$ cat src/rtl/gptl_pkg.sv
// Shared constants and carrier types of the output, preset and limit bank
package gptl_pkg;

   // ==========================================================
   // Register offsets
   // ==========================================================
   localparam logic [7:0] OFS_OUT_LOW = 8'h00; // Output levels, ports 0-15
   localparam logic [7:0] OFS_OUT_HIGH = 8'h01; // Output levels, ports 16-19
   localparam logic [7:0] OFS_PRESET_A = 8'h02; // First preset value
   localparam logic [7:0] OFS_PRESET_B = 8'h03; // Second preset value
   localparam logic [7:0] OFS_AVG_CFG = 8'h04; // Averaging configuration
   localparam logic [7:0] OFS_INT_UP = 8'h05; // Internal upper limit
   localparam logic [7:0] OFS_INT_LO = 8'h06; // Internal lower limit
   localparam logic [7:0] OFS_RA_UP = 8'h07; // Remote A upper limit
   localparam logic [7:0] OFS_RA_LO = 8'h08; // Remote A lower limit
   localparam logic [7:0] OFS_RB_UP = 8'h09; // Remote B upper limit
   localparam logic [7:0] OFS_RB_LO = 8'h0a; // Remote B lower limit
   localparam logic [7:0] OFS_INT_FLAGS = 8'h0b; // Internal temp flags
   localparam logic [7:0] OFS_RA_FLAGS = 8'h0c; // Remote A temp flags
   localparam logic [7:0] OFS_RB_FLAGS = 8'h0d; // Remote B temp flags

   // ==========================================================
   // Widths, fields and reset values
   // ==========================================================
   localparam int PORTS = 20; // Number of general ports
   localparam int MONS = 3; // Monitors: internal, remote A, remote B
   localparam int CODE_W = 12; // Temperature and preset width
   localparam int ACC_W = 18; // Signed sum of up to 32 codes
   localparam int CNT_W = 6; // Sample counter width
   localparam int CFG_W = 2; // Averaging code width per monitor
   localparam int FLAG_HIGH_BIT = 2; // Over-limit flag position
   localparam int FLAG_LOW_BIT = 1; // Under-limit flag position
   localparam logic [CNT_W-1:0] AVG_MIN = 6'h04; // Samples for code 00
   localparam logic [2:0] AVG_MIN_LOG2 = 3'h2; // Log2 of AVG_MIN
   localparam logic [15:0] RST_VALUE = 16'h0000; // Reset value of all regs

   // ==========================================================
   // Carrier types
   // ==========================================================
   // Host register request, one cycle per access
   typedef struct packed {
      logic wr; // Write strobe
      logic rd; // Read strobe
      logic [7:0] addr; // Register offset
      logic [15:0] wdata; // Write data
   } gptl_req_t;

   // Register read answer
   typedef struct packed {
      logic valid; // One-cycle answer pulse
      logic [15:0] data; // Read data
   } gptl_rsp_t;

   // One temperature conversion from a sensor front end
   typedef struct packed {
      logic valid; // One-cycle sample strobe
      logic [CODE_W-1:0] code; // Two's complement, 0.125 C per lsb
   } gptl_sample_t;

endpackage : gptl_pkg

$ cat src/rtl/gptl_regs.sv
// Output level, preset and temperature limit register bank
// Notes
// Host, sensor strobes and enables all run on core_clk; no syncing.
// Pin levels are always driven; pin_oe picks the ports that use them.
// A read answer stands one cycle after its strobe; writes get none.
// A flag read clears that monitor's flags, but a limit crossing in
// the same cycle still leaves its flag set.
// A result equal to a limit sets no flag; both compares are strict.
// Disabling a monitor drops its partial sum, so a re-enabled monitor
// always starts a fresh average.
// The average is the floor of the signed sum, by arithmetic shift.
// Lowering the averaging code mid-run ends the current average as
// soon as the samples already taken reach the new count.
// Writes to flag registers and unmapped offsets are ignored, and
// unmapped offsets read as zero.
module gptl_regs
   import gptl_pkg::*;
(
   input wire logic core_clk,
   input wire logic srst,
   input wire gptl_pkg::gptl_req_t host_req,
   output gptl_pkg::gptl_rsp_t host_rsp,
   input wire logic [gptl_pkg::PORTS-1:0] port_is_output,
   input wire logic [gptl_pkg::MONS-1:0] monitor_enables,
   input wire gptl_pkg::gptl_sample_t [gptl_pkg::MONS-1:0] temp_sample,
   output logic [gptl_pkg::PORTS-1:0] pin_level,
   output logic [gptl_pkg::PORTS-1:0] pin_oe,
   output logic [gptl_pkg::CODE_W-1:0] dac_preset_first,
   output logic [gptl_pkg::CODE_W-1:0] dac_preset_second,
   output logic [gptl_pkg::MONS-1:0][gptl_pkg::CODE_W-1:0] temp_average,
   output logic [gptl_pkg::MONS-1:0][1:0] temp_flags
);
   import gptl_pkg::*;

   // ==========================================================
   // State
   // ==========================================================
   // Whole module state in one record
   typedef struct packed {
      logic [15:0] out_low; // Levels of ports 0-15
      logic [3:0] out_high; // Levels of ports 16-19
      logic [CODE_W-1:0] preset_a; // First preset
      logic [CODE_W-1:0] preset_b; // Second preset
      logic [5:0] avg_cfg; // Three 2-bit averaging codes
      logic [MONS-1:0][CODE_W-1:0] upper; // Upper limits
      logic [MONS-1:0][CODE_W-1:0] lower; // Lower limits
      logic [MONS-1:0][ACC_W-1:0] acc; // Running sums
      logic [MONS-1:0][CNT_W-1:0] cnt; // Samples taken so far
      logic [MONS-1:0][CODE_W-1:0] avg; // Last averaged result
      logic [MONS-1:0][1:0] flags; // {high, low} sticky flags
      logic [PORTS-1:0] level; // Registered pin levels
      logic [PORTS-1:0] oe; // Registered pin enables
      logic rvalid; // Read answer strobe
      logic [15:0] rdata; // Read answer data
   } gptl_state_t;

   gptl_state_t state_reg; // Current state
   gptl_state_t state_next; // Next state

   // ==========================================================
   // Helpers
   // ==========================================================
   // Samples to average for a 2-bit code
   // Code 00 gives the minimum count; each step doubles it
   function automatic logic [CNT_W-1:0] avg_target(input logic [1:0] c);
      avg_target = AVG_MIN << c;
   endfunction : avg_target

   // Zero-extend a 12-bit field to a register word
   // Upper four bits of a 12-bit register always read zero
   function automatic logic [15:0] word12(input logic [CODE_W-1:0] v);
      word12 = {4'h0, v};
   endfunction : word12

   // ==========================================================
   // Next-state logic
   // ==========================================================
   // Register access, averaging, limit checks and pin drive
   always_comb
   begin
      logic [ACC_W-1:0] sum;
      logic [ACC_W-1:0] shifted;
      logic [1:0] code;
      logic [2:0] shamt;
      sum = '0;
      shifted = '0;
      code = '0;
      shamt = '0;
      state_next = state_reg;
      state_next.rvalid = 1'b0;

      // Host writes; presets touch only themselves
      if (host_req.wr)
      begin
         case (host_req.addr)
            OFS_OUT_LOW:
            begin
               // Levels of ports 0 to 15
               state_next.out_low = host_req.wdata;
            end
            OFS_OUT_HIGH:
            begin
               // Levels of ports 16 to 19, upper bits dropped
               state_next.out_high = host_req.wdata[3:0];
            end
            OFS_PRESET_A:
            begin
               // First preset only; per-port data untouched
               state_next.preset_a = host_req.wdata[11:0];
            end
            OFS_PRESET_B:
            begin
               // Second preset only; per-port data untouched
               state_next.preset_b = host_req.wdata[11:0];
            end
            OFS_AVG_CFG:
            begin
               // Three 2-bit sample count codes
               state_next.avg_cfg = host_req.wdata[5:0];
            end
            OFS_INT_UP:
            begin
               // Internal upper limit, signed
               state_next.upper[0] = host_req.wdata[11:0];
            end
            OFS_INT_LO:
            begin
               // Internal lower limit, signed
               state_next.lower[0] = host_req.wdata[11:0];
            end
            OFS_RA_UP:
            begin
               // Remote A upper limit, signed
               state_next.upper[1] = host_req.wdata[11:0];
            end
            OFS_RA_LO:
            begin
               // Remote A lower limit, signed
               state_next.lower[1] = host_req.wdata[11:0];
            end
            OFS_RB_UP:
            begin
               // Remote B upper limit, signed
               state_next.upper[2] = host_req.wdata[11:0];
            end
            OFS_RB_LO:
            begin
               // Remote B lower limit, signed
               state_next.lower[2] = host_req.wdata[11:0];
            end
            default: ; // Flags and unmapped offsets ignore writes
         endcase
      end

      // Host reads, answer one cycle later
      if (host_req.rd)
      begin
         state_next.rvalid = 1'b1;
         case (host_req.addr)
            OFS_OUT_LOW:
            begin
               // Levels of ports 0 to 15
               state_next.rdata = state_reg.out_low;
            end
            OFS_OUT_HIGH:
            begin
               // Levels of ports 16 to 19 in the low nibble
               state_next.rdata = {12'h000, state_reg.out_high};
            end
            OFS_PRESET_A:
            begin
               // First preset in the low twelve bits
               state_next.rdata = word12(state_reg.preset_a);
            end
            OFS_PRESET_B:
            begin
               // Second preset in the low twelve bits
               state_next.rdata = word12(state_reg.preset_b);
            end
            OFS_AVG_CFG:
            begin
               // Three averaging codes in the low six bits
               state_next.rdata = {10'h000, state_reg.avg_cfg};
            end
            OFS_INT_UP:
            begin
               // Internal upper limit
               state_next.rdata = word12(state_reg.upper[0]);
            end
            OFS_INT_LO:
            begin
               // Internal lower limit
               state_next.rdata = word12(state_reg.lower[0]);
            end
            OFS_RA_UP:
            begin
               // Remote A upper limit
               state_next.rdata = word12(state_reg.upper[1]);
            end
            OFS_RA_LO:
            begin
               // Remote A lower limit
               state_next.rdata = word12(state_reg.lower[1]);
            end
            OFS_RB_UP:
            begin
               // Remote B upper limit
               state_next.rdata = word12(state_reg.upper[2]);
            end
            OFS_RB_LO:
            begin
               // Remote B lower limit
               state_next.rdata = word12(state_reg.lower[2]);
            end
            OFS_INT_FLAGS:
            begin
               // Internal flags as bits 2:1, then cleared
               state_next.rdata = {13'h0000, state_reg.flags[0], 1'b0};
               state_next.flags[0] = 2'b00;
            end
            OFS_RA_FLAGS:
            begin
               // Remote A flags as bits 2:1, then cleared
               state_next.rdata = {13'h0000, state_reg.flags[1], 1'b0};
               state_next.flags[1] = 2'b00;
            end
            OFS_RB_FLAGS:
            begin
               // Remote B flags as bits 2:1, then cleared
               state_next.rdata = {13'h0000, state_reg.flags[2], 1'b0};
               state_next.flags[2] = 2'b00;
            end
            default: state_next.rdata = RST_VALUE; // Unmapped reads zero
         endcase
      end

      // Per-monitor averaging and limit comparison
      // Each monitor keeps a running sum and a count of taken samples;
      // the sample that completes the count joins the sum before the
      // shift, so no extra cycle is spent on the division
      for (int m = 0; m < MONS; m++)
      begin
         // Averaging code of this monitor
         code = state_reg.avg_cfg[2*m +: CFG_W];
         // Shift that divides by the selected sample count
         shamt = AVG_MIN_LOG2 + {1'b0, code};
         // Running sum plus the sign-extended new sample
         sum = state_reg.acc[m]
            + {{(ACC_W-CODE_W){temp_sample[m].code[CODE_W-1]}},
               temp_sample[m].code};
         // Floor of the signed sum over the sample count
         shifted = ACC_W'($signed(sum) >>> shamt);
         if (!monitor_enables[m])
         begin
            // Disabled monitor holds no partial sum
            state_next.acc[m] = '0;
            state_next.cnt[m] = '0;
         end
         else if (temp_sample[m].valid)
         begin
            // Sample taken from an enabled monitor
            if (state_reg.cnt[m] + 6'h01 >= avg_target(code))
            begin
               // Average complete: store and compare once
               state_next.avg[m] = shifted[CODE_W-1:0];
               state_next.acc[m] = '0;
               state_next.cnt[m] = '0;
               // Signed compare; set wins over a read clear
               // A result equal to a limit sets nothing
               if ($signed(shifted[CODE_W-1:0])
                   > $signed(state_reg.upper[m]))
               begin
                  state_next.flags[m][FLAG_HIGH_BIT-1] = 1'b1;
               end
               if ($signed(shifted[CODE_W-1:0])
                   < $signed(state_reg.lower[m]))
               begin
                  state_next.flags[m][FLAG_LOW_BIT-1] = 1'b1;
               end
            end
            else
            begin
               // Still collecting samples
               state_next.acc[m] = sum;
               state_next.cnt[m] = state_reg.cnt[m] + 6'h01;
            end
         end
      end

      // Drive levels of output-configured ports
      // Every level is offered; pin_oe picks the ports that drive
      state_next.level = {state_reg.out_high, state_reg.out_low};
      state_next.oe = port_is_output;
   end

   // ==========================================================
   // State register
   // ==========================================================
   // Synchronous reset returns every register to its default
   // Reset loads constants only; no state is read in that branch
   // All defaults are zero, matching the register reset value
   always_ff @(posedge core_clk)
   begin
      if (srst)
      begin
         state_reg <= '0;
      end
      else
      begin
         state_reg <= state_next;
      end
   end

   // ==========================================================
   // Outputs, all straight from the state register
   // ==========================================================
   // Read answer: strobe for one cycle, data held until the next read
   assign host_rsp.valid = state_reg.rvalid;
   assign host_rsp.data = state_reg.rdata;
   // Pin drive, presets and monitor results
   assign pin_level = state_reg.level;
   assign pin_oe = state_reg.oe;
   assign dac_preset_first = state_reg.preset_a;
   assign dac_preset_second = state_reg.preset_b;
   assign temp_average = state_reg.avg;
   assign temp_flags = state_reg.flags;

endmodule : gptl_regs

$ cat config.mk
export PLATFORM = sky130hd
export DESIGN_NAME = gptl_regs
export DESIGN_NICKNAME = d
export VERILOG_FILES = /design/src/rtl/gptl_pkg.sv /design/src/rtl/gptl_regs.sv
export SDC_FILE = /design/constraint.sdc
export NUM_CORES = 1
export LEC_CHECK = 0
export BUFFER_PORTS_ARGS = -buffer_cell sky130_fd_sc_hd__buf_4
export CORE_MARGIN = 2
export CORE_UTILIZATION = 55
export DETAILED_ROUTE_END_ITERATION = 16
export GPL_TIMING_DRIVEN = 0
export PLACE_DENSITY_LB_ADDON = 0.3
export SYNTH_ARGS = -nofsm -noshare
export SYNTH_HDL_FRONTEND = slang
export SYNTH_SLANG_ARGS = --single-unit
$ cat constraint.sdc
create_clock -name core_clk -period 7.6 [get_ports core_clk]
set_input_delay 1.9 -clock core_clk [delete_from_list [all_inputs] [get_ports core_clk]]
set_output_delay 1.9 -clock core_clk [all_outputs]
set_load 0.03 [all_outputs]
==> results of run 1 <==
## cell usage after synthesis, types with 9 or more instances
library cell                 n  share of area [%]
sky130_fd_sc_hd__a21o_1     33                1.4
sky130_fd_sc_hd__a21oi_1   248                7.1
sky130_fd_sc_hd__a222oi_1    9               0.52
sky130_fd_sc_hd__a22oi_1    37                1.6
sky130_fd_sc_hd__a31oi_1    13               0.47
sky130_fd_sc_hd__and3_1     16               0.57
sky130_fd_sc_hd__buf_2      12               0.34
sky130_fd_sc_hd__buf_4     124                5.3
sky130_fd_sc_hd__clkbuf_1   98                2.1
sky130_fd_sc_hd__dfxtp_1   290                 33
sky130_fd_sc_hd__ha_1      138                9.9
sky130_fd_sc_hd__inv_1     103                2.2
sky130_fd_sc_hd__mux2i_1    39                2.2
sky130_fd_sc_hd__mux4_2     28                3.6
sky130_fd_sc_hd__nand2_1   320                6.9
sky130_fd_sc_hd__nand2b_1   27               0.97
sky130_fd_sc_hd__nand3_1   103                3.0
sky130_fd_sc_hd__nand4_1    20               0.72
sky130_fd_sc_hd__nor2_1    114                2.5
sky130_fd_sc_hd__nor2b_1    73                2.6
sky130_fd_sc_hd__nor3_1     24               0.69
sky130_fd_sc_hd__o21a_1     13               0.56
sky130_fd_sc_hd__o21ai_0    66                1.9
sky130_fd_sc_hd__xnor2_1    32                1.6
sky130_fd_sc_hd__xor2_1     15               0.75
## worst max-delay path, stage by stage
cell and delay, ns:
sky130_fd_sc_hd__buf_4 0.11, sky130_fd_sc_hd__ha_1 0.35, sky130_fd_sc_hd__a21o_1 0.14, sky130_fd_sc_hd__a21oi_1 0.10
sky130_fd_sc_hd__a211oi_2 0.46, sky130_fd_sc_hd__a2111oi_0 0.14, sky130_fd_sc_hd__a211oi_1 0.82, sky130_fd_sc_hd__mux4_2 0.49
sky130_fd_sc_hd__ha_1 0.26, sky130_fd_sc_hd__a21oi_1 0.17, sky130_fd_sc_hd__nor2b_1 0.07, sky130_fd_sc_hd__o21ai_0 0.14
sky130_fd_sc_hd__nand2b_1 0.07, sky130_fd_sc_hd__a21oi_1 0.17, sky130_fd_sc_hd__nor2_1 0.06, sky130_fd_sc_hd__o41ai_1 0.61
sky130_fd_sc_hd__a21oi_1 0.13
## per-layer routing
layer	track usage, %	wire length (microns)
met5	0	0
met4	10.7	1870
met3	5.51	4660
met2	53.1	25300
met1	40.7	22000
## final timing paths
check	to	slack, ns
worst min register to register	temp_average[6]	0.46
worst max-delay path	temp_flags[5]	1.78
worst max register to register	temp_flags[5]	2.93
worst min-delay path	temp_average[6]	0.46
## logic make-up after synthesis
| group | share of synthesized area [%] |
|---|---|
| AND/OR/NAND/NOR | 19.5 |
| AO/OA/AOI/OAI | 18.3 |
| buffers and inverters | 10.3 |
| flip-flops | 33.3 |
| adder cells (fa/ha/maj) | 10.2 |
| multiplexers | 5.98 |
| XOR/XNOR | 2.36 |
## area by class of cell
cell class                      count  area, sq um  share of cell area, %
Clock inverter                      9          144                  0.700
Timing Repair Buffer              200         1500                   7.30
Buffer                            242         1390                   6.75
Tap cell                          402          503                   2.45
Clock buffer                       49          967                   4.70
Inverter                          109          409                   1.99
Sequential cell                   290         5810                   28.2
Multi-Input combinational cell   1504         9840                   47.9
## power by group through the flow
stage	clock (uW)	combinational [uW]	sequential, uW
after floorplan	0	401	1580
after global placement	0	560	1580
after detailed placement	0	581	1580
after CTS	1670	584	1550
after global routing	1730	651	1550
final	1650	595	1550
## metrics by stage
| step | std cells | setup WS (ns) | utilization (%) | power [uW] |
|---|---|---|---|---|
| global route | 2805 | 1.54 | 65.5 | 3930 |
| floorplan | 2145 | 2.38 | - | 1980 |
| CTS | 2805 | 1.99 | 65.5 | 3800 |
| finish | 2805 | 1.78 | 65.5 | 3800 |
| global placement | 2747 | 1.60 | 62.0 | 2140 |
| detailed placement | 2747 | 1.44 | 62.0 | 2170 |
==> results.md, run 1 <==
Run status:
- The run finished with clean final reports.

Global routing:
- The total overflow left after global routing is 0.
- The first-pass GRT wire length is 83.4 mm.
- The number of antenna violations at the first check in global routing is 0.
- The pin count of the biggest net entering global routing is 14.
- The global-route usage over all layers is 31.5%.
- The via count of the first global-routing pass is 15600.

Setup path:
- The launch point of the worst path is temp_sample[29].
- The worst setup path is captured at a flop.
- The maximum fanout encountered on the critical timing path is 5.
- The setup path with the least slack is of type input pin to flop.
- The reg-to-reg critical path startpoint is state_reg[156].
- The worst setup path is launched from an input pin.
- The data required time at the worst endpoint is 7.98 ns.
- For the worst flop-to-flop path, the logic depth is 16.
- The endpoint arrival time on the critical path is 6.20 ns.

Logic synthesis:
- The gate count of the mapped netlist is 2145.
- The mean instance size in the synthesized netlist is 8.13 sq um.
- Synthesis inferred 290 register bits.
- The number of enable flip-flop cells after synthesis is 0.
- The flip-flop cell with the highest count after synthesis is sky130_fd_sc_hd__dfxtp_1.
- In this run the cell area of the synthesized design comes to 0.0174 sq mm.
- The async set-or-reset flop fraction in the synthesized netlist is 0%.
- The post-synthesis sequential area ratio is 33.3%.
- The post-synthesis net count is 2376.
- The unique cell type count in the Yosys netlist is 79.
- The count of synthesis-stage warnings from yosys is 0.

STA:
- The number of hold violations in the final report is 0.
- Setup repair after global routing left no endpoint under its margin.
- Setup violations remaining at the end of the flow were counted as 0.
- Across all hold checks on the routed design, the worst slack comes to 0.456 ns.
- Headroom to the max-slew limit came out at 12.0%.
- Dividing the final minimum period by the clock period gives 76.6%.
- Across the routed clock network, the largest skew measured is 0.0130 ns.
- Derived from the worst setup path, the maximum achievable clock frequency is 172 MHz.
- For the pin with the worst max-slew slack, the measured transition is 1.31 ns.
- The final number of max-transition violations is 0.
- The final sum of negative setup slack is 0 ns.
- The worst path in the final design needs a cycle of 5.82 ns, including I/O delays and setup.

Clocking:
- After clock tree synthesis, the clock-pin slew on the worst setup and hold paths is 0.06 ns.
- In this run, post-CTS repair resized a total of 0 instances.
- The clock net in this run drives a total of 290 sinks.
- The clock tree from TritonCTS is built.
- The clock root buffer master is sky130_fd_sc_hd__clkbuf_16.
- Hold repair after CTS inserted 0 buffers.
- The total CTS buffers is 34.
- The setup fix buffers added after clock tree synthesis is 0.
- The clock insertion delay at the later pin of the skew report is 0.52 ns.
- The level count of the clock H-tree is 2.
- The clock passes through at most 3 buffers.

Cells and area:
- The area overhead of the layout relative to synthesis is 17.9%.
- The commonest non-fill, non-tap cell in the layout is sky130_fd_sc_hd__buf_4.
- The filler cell count is 2646.
- At the end of the flow, the number of nets in the layout was 2612.
- In the final layout, the share of cells above drive strength 1 is 18.1%.
- The number of flip-flops in the largest register is 147.
- The count of inserted antenna diode cells is 0.
- In the layout the commonest cells are sky130_fd_sc_hd__buf_4 (324), sky130_fd_sc_hd__nand2_1 (320), sky130_fd_sc_hd__dfxtp_1 (290), sky130_fd_sc_hd__a21oi_1 (248), sky130_fd_sc_hd__ha_1 (138).
- The final design instance area without fill is 0.0206 sq mm.

Placement:
- The cell area reported after detailed placement is 0.0194 sq mm.
- The final estimated routing congestion in global placement is 0.994.
- The number of buffers inserted by port buffering is 200.
- The half-perimeter wire length after detailed placement is 40.9 mm.

Route:
- For this run, design rule violations remaining after detail routing come to 0.
- The count of nets left with antenna violations after detail routing is 0.
- The detailed-route wire length is 53.8 mm.
- The number of detailed-routing iterations run before antenna repair is 8.
- The routed via count divided by cell count is 5.93.
- In this run, the number of DRC markers left after iteration 0 of detailed routing was 1471.
- Detailed routing inserted a total of 16600 vias.
- In the final routed layout, each cell accounts on average for 19.2 microns.

Hold path:
- The path type of the worst min-delay path is flop to flop.
- The origin of the worst min-delay path is temp_average[6].
- The worst hold path passes through 2 cells.

Floorplanning:
- Pin placement for this block handled 213 I/O pins.
- The area of the core is 0.0314 sq mm.
- The overall die width is 182 microns.
- The full die area is 0.0332 sq mm.
- Once the floorplan was initialized, standard cells occupied 55.6% of the core.
- The number of placement rows is 65.
- From bottom edge to top edge, the die measures 182 microns.

Power:
- The proportion of power drawn by the clock network is 43.5%.
- The proportion of total power due to net switching is 27.1%.
- The areal power density over the cells is 185 mW/mm^2.
- Internal power comes to 2770 uW.
- The power spent charging and discharging nets is 1030 uW.
- Across the VDD grid, the largest voltage drop is 161 uV.
- For this design the static power due to leakage is 0.00842 uW.
- Combinational logic burns 15.7% of the power.
- Of the total power, registers draw 40.9%.

Run:
- Across the run, the number of max-cap violations was 0.
Note: power is estimated with default switching activity, not from simulation.
==> run 2, diff against run 1 <==
==> constraint.sdc (replaced) <==
create_clock -name core_clk -period 5.4 [get_ports core_clk]
set_input_delay 1.35 -clock core_clk [delete_from_list [all_inputs] [get_ports core_clk]]
set_output_delay 1.35 -clock core_clk [all_outputs]
set_load 0.03 [all_outputs]
==> run 2 against run 1 <==
Sequential share of layout area is essentially flat. Cell area is essentially flat. Largest power group unchanged. Clock power grew 41%. Critical path type unchanged. Highest routed layer unchanged. Via count shrank 0.23%. Non-clock buffer count is the same. Die area is the same.
==> results.md, run 2 (synthesis gave the netlist of run 1 again) <==
Cells and area:
- The total area of sequential cells is 0.00581 sq mm (unchanged).
- The area of the multi-input gates was 0.00985 sq mm (was 0.00984 sq mm).
- The filler cell count is 2650 (was 2646).
- The fraction of final layout cells sized beyond drive strength 1 was 18.2% (was 18.1%).
- The net count of the finished layout is 2612 (unchanged).
- The count of inserted antenna diode cells is 0 (unchanged).
- The area overhead of the layout relative to synthesis is 17.9% (about the same).
- The number of flip-flops in the largest register came to 147 (unchanged).
- Commonest cells after routing, fill and taps aside: sky130_fd_sc_hd__buf_4 (324), sky130_fd_sc_hd__nand2_1 (320), sky130_fd_sc_hd__dfxtp_1 (290), sky130_fd_sc_hd__a21oi_1 (248), sky130_fd_sc_hd__ha_1 (138) (unchanged).
- The commonest non-fill, non-tap cell in the layout was sky130_fd_sc_hd__buf_4 (unchanged).

Setup path:
- The maximum fanout encountered on the critical timing path is 5 (unchanged).
- The standard cell with the maximum stage delay on the critical path was sky130_fd_sc_hd__mux4_2 (was sky130_fd_sc_hd__a211oi_1).
- The critical path's most frequent cell was sky130_fd_sc_hd__a21oi_1 (unchanged).
- The critical path startpoint category is an input pin (unchanged).
- The biggest cell delay along the critical path is 0.62 ns (was 0.82 ns).
- The critical path start-end classification was input pin to flop (unchanged).
- Critical Path, Cell by Cell: buf_4 > ha_1 > inv_1 > fa_1 > nor2b_1 > o31ai_1 > a21oi_1 > o2111ai_1 > nand3_1 > mux4_2 > ha_1 > a21oi_1 > nor2b_1 > o21ai_0 > nand2b_1 > a21oi_1 > nor2_1 > o41ai_1 > a21oi_1 (was buf_4 > ha_1 > a21o_1 > a21oi_1 > a211oi_2 > a2111oi_0 > a211oi_1 > mux4_2 > ha_1 > a21oi_1 > nor2b_1 > o21ai_0 > nand2b_1 > a21oi_1 > nor2_1 > o41ai_1 > a21oi_1).
- The critical path capture point type is a flop (unchanged).
- The endpoint arrival time on the critical path is 5.52 ns (was 6.20 ns).
- The kind of cell with the highest combined delay on the critical path was compound AO/OA/AOI/OAI gates (unchanged).
- The count of buffering cells on the critical path with inverters included is 2 (was 1).
- The data required time at the worst endpoint came to 5.78 ns (was 7.98 ns).

Route:
- The number of remaining DRC errors is 0 (unchanged).
- The detailed-route wire length is 53.8 mm (about the same).
- The final routed wire length divided by cell count is 19.2 microns (about the same).
- The routed via count divided by cell count was 5.91 (was 5.93).
- The number of detailed-routing iterations run before antenna repair is 6 (was 8).
- The detailed-route via count is 16600 (about the same).
- The DRC violation total after the first TritonRoute iteration is 1441 (was 1471).
- The count of nets left with antenna violations after detail routing is 0 (unchanged).

Placement:
- The worst setup slack before clock tree synthesis came to -0.208 ns (was 1.44 ns).
- The half-perimeter wire length after detailed placement is 40.9 mm (unchanged).
- The number of buffers inserted by port buffering came to 200 (unchanged).
- The final estimated routing congestion in global placement is 0.994 (unchanged).

Clocking:
- The clock insertion delay at the later pin of the skew report is 0.52 ns (about the same).
- The total CTS buffers was 34 (unchanged).
- The setup fix buffers added after clock tree synthesis is 0 (unchanged).
- The level count of the clock H-tree came to 2 (unchanged).
- The clock root buffer master is sky130_fd_sc_hd__clkbuf_16 (unchanged).
- The total of cells resized after clock tree synthesis came to 0 (unchanged).
- The clock input transition at the sequential cells of the worst setup and hold paths is 0.06 ns (about the same).
- The number of buffers on the longest clock path was 3 (unchanged).
- The clock tree from TritonCTS is built (unchanged).
- The number of buffers inserted for hold repair after clock tree synthesis came to 0 (unchanged).
- The number of clock sinks seen by CTS is 290 (unchanged).

STA:
- The final setup violation count is 0 (unchanged).
- The worst setup margin was 0.267 ns (was 1.78 ns).
- The worst-case hold slack is 0.457 ns (was 0.456 ns).
- The transition at the pin with the smallest max-transition slack came to 1.28 ns (was 1.31 ns).
- The clock period minus worst slack is 5.13 ns.
- Based on the critical path, the design can be clocked at up to 195 MHz.
- The final number of max-transition violations is 0 (unchanged).
- The share of the clock period used by the worst path after layout is 95.0%.
- The worst slew margin relative to its limit is 13.9% (was 12.0%).
- Setup repair after global routing missed its margin: no (unchanged).
- The number of hold violations in the final report is 0 (unchanged).
- The setup skew after layout came to 0.0125 ns (was 0.0130 ns).

Power:
- The worst-case vdd ir drop was 227 uV (was 161 uV).
- The areal power density over the cells is 260 mW/mm^2 (was 185 mW/mm^2).
- The leakage power figure is 0.00842 uW (about the same).

Run:
- The number of maximum-capacitance violations is 0 (unchanged).

Floorplanning:
- The number of primary I/O pins is 213 (unchanged).
- The full die area is 0.0332 sq mm (unchanged).
- The number of placement rows is 65 (unchanged).
- The initial core utilization is 55.6% (unchanged).
- The overall die width was 182 microns (unchanged).
- The vertical die dimension is 182 microns (unchanged).
- The area of the core came to 0.0314 sq mm (unchanged).

Run status:
- Status: finished clean (unchanged).

Global routing:
- The total congestion overflow is 0 (unchanged).
- The via count of the first global-routing pass came to 15600 (unchanged).
- The pin count of the biggest net entering global routing is 14 (unchanged).
- The number of antenna violations at the first check in global routing is 0 (unchanged).
- The first-pass GRT wire length is 83.4 mm (unchanged).
- The global-route usage over all layers came to 31.5% (unchanged).

Hold path:
- The path type of the worst min-delay path is flop to flop (unchanged).
## run 2: changes by cell type in the layout (fill, tap and decap cells not counted)
| cell | before | now |
|---|---|---|
| sky130_fd_sc_hd__a2111oi_1 | 0 | 1 |
| sky130_fd_sc_hd__a211oi_2 | 2 | 3 |
| sky130_fd_sc_hd__a2111oi_0 | 4 | 3 |
| sky130_fd_sc_hd__a211oi_1 | 7 | 6 |
## run 2: metal layers
metal  share of wire (%)  global-route usage, %  wire [microns]
met3                 8.5                   5.51            4590
met1                  41                   40.7           22200
met2                  47                   53.1           25100
met5                   0                      0               0
met4                 3.5                   10.7            1900
## run 2: cell type report
type | count | area share [%]
Inverter | 109 | 1.99
Sequential cell | 290 | 28.2
Buffer | 242 | 6.75
Multi-Input combinational cell | 1504 | 47.9
Clock buffer | 49 | 4.70
Timing Repair Buffer | 200 | 7.30
Tap cell | 402 | 2.45
Clock inverter | 9 | 0.700
## run 2: metrics by stage
step | setup TNS [ns] | power (uW) | util [%] | std cells | cell area (sq um)
6_report | 0 | 5340 | 65.5 | 2805 | 20600
5_1_grt | 0 | 5530 | 65.5 | 2805 | 20600
4_1_cts | 0 | 5350 | 65.5 | 2805 | 20600
3_5_place_dp | -0.208 | 3050 | 62.0 | 2747 | 19400
3_3_place_gp | -0.0524 | 3020 | 62.0 | 2747 | 19400
2_1_floorplan | 0 | 2790 | - | 2145 | 17400
## run 2: worst register-to-register path: cells and delay by family, from the launching register on
family          cells  cell delay, ns
simple gates        5            0.54
buf+inv             1            0.07
mux                 1            0.62
compound gates      8            2.10
fa+ha+maj           3            0.72
flops               1            0.31
## run 2: final timing paths
check	from	to	slack, ns	depth (start not counted)
setup reg to reg	state_reg[153]	temp_flags[5]	0.90	18
setup / recovery	temp_sample[26]	temp_flags[5]	0.27	19
hold reg to reg	temp_average[6]	temp_average[6]	0.46	2
hold / removal	temp_average[6]	temp_average[6]	0.46	2
## run 2: power breakdown
part	switching (uW)	total, uW	internal (uW)
registers	15.9	2180	2170
logic	505	839	333
clock network	930	2320	1390
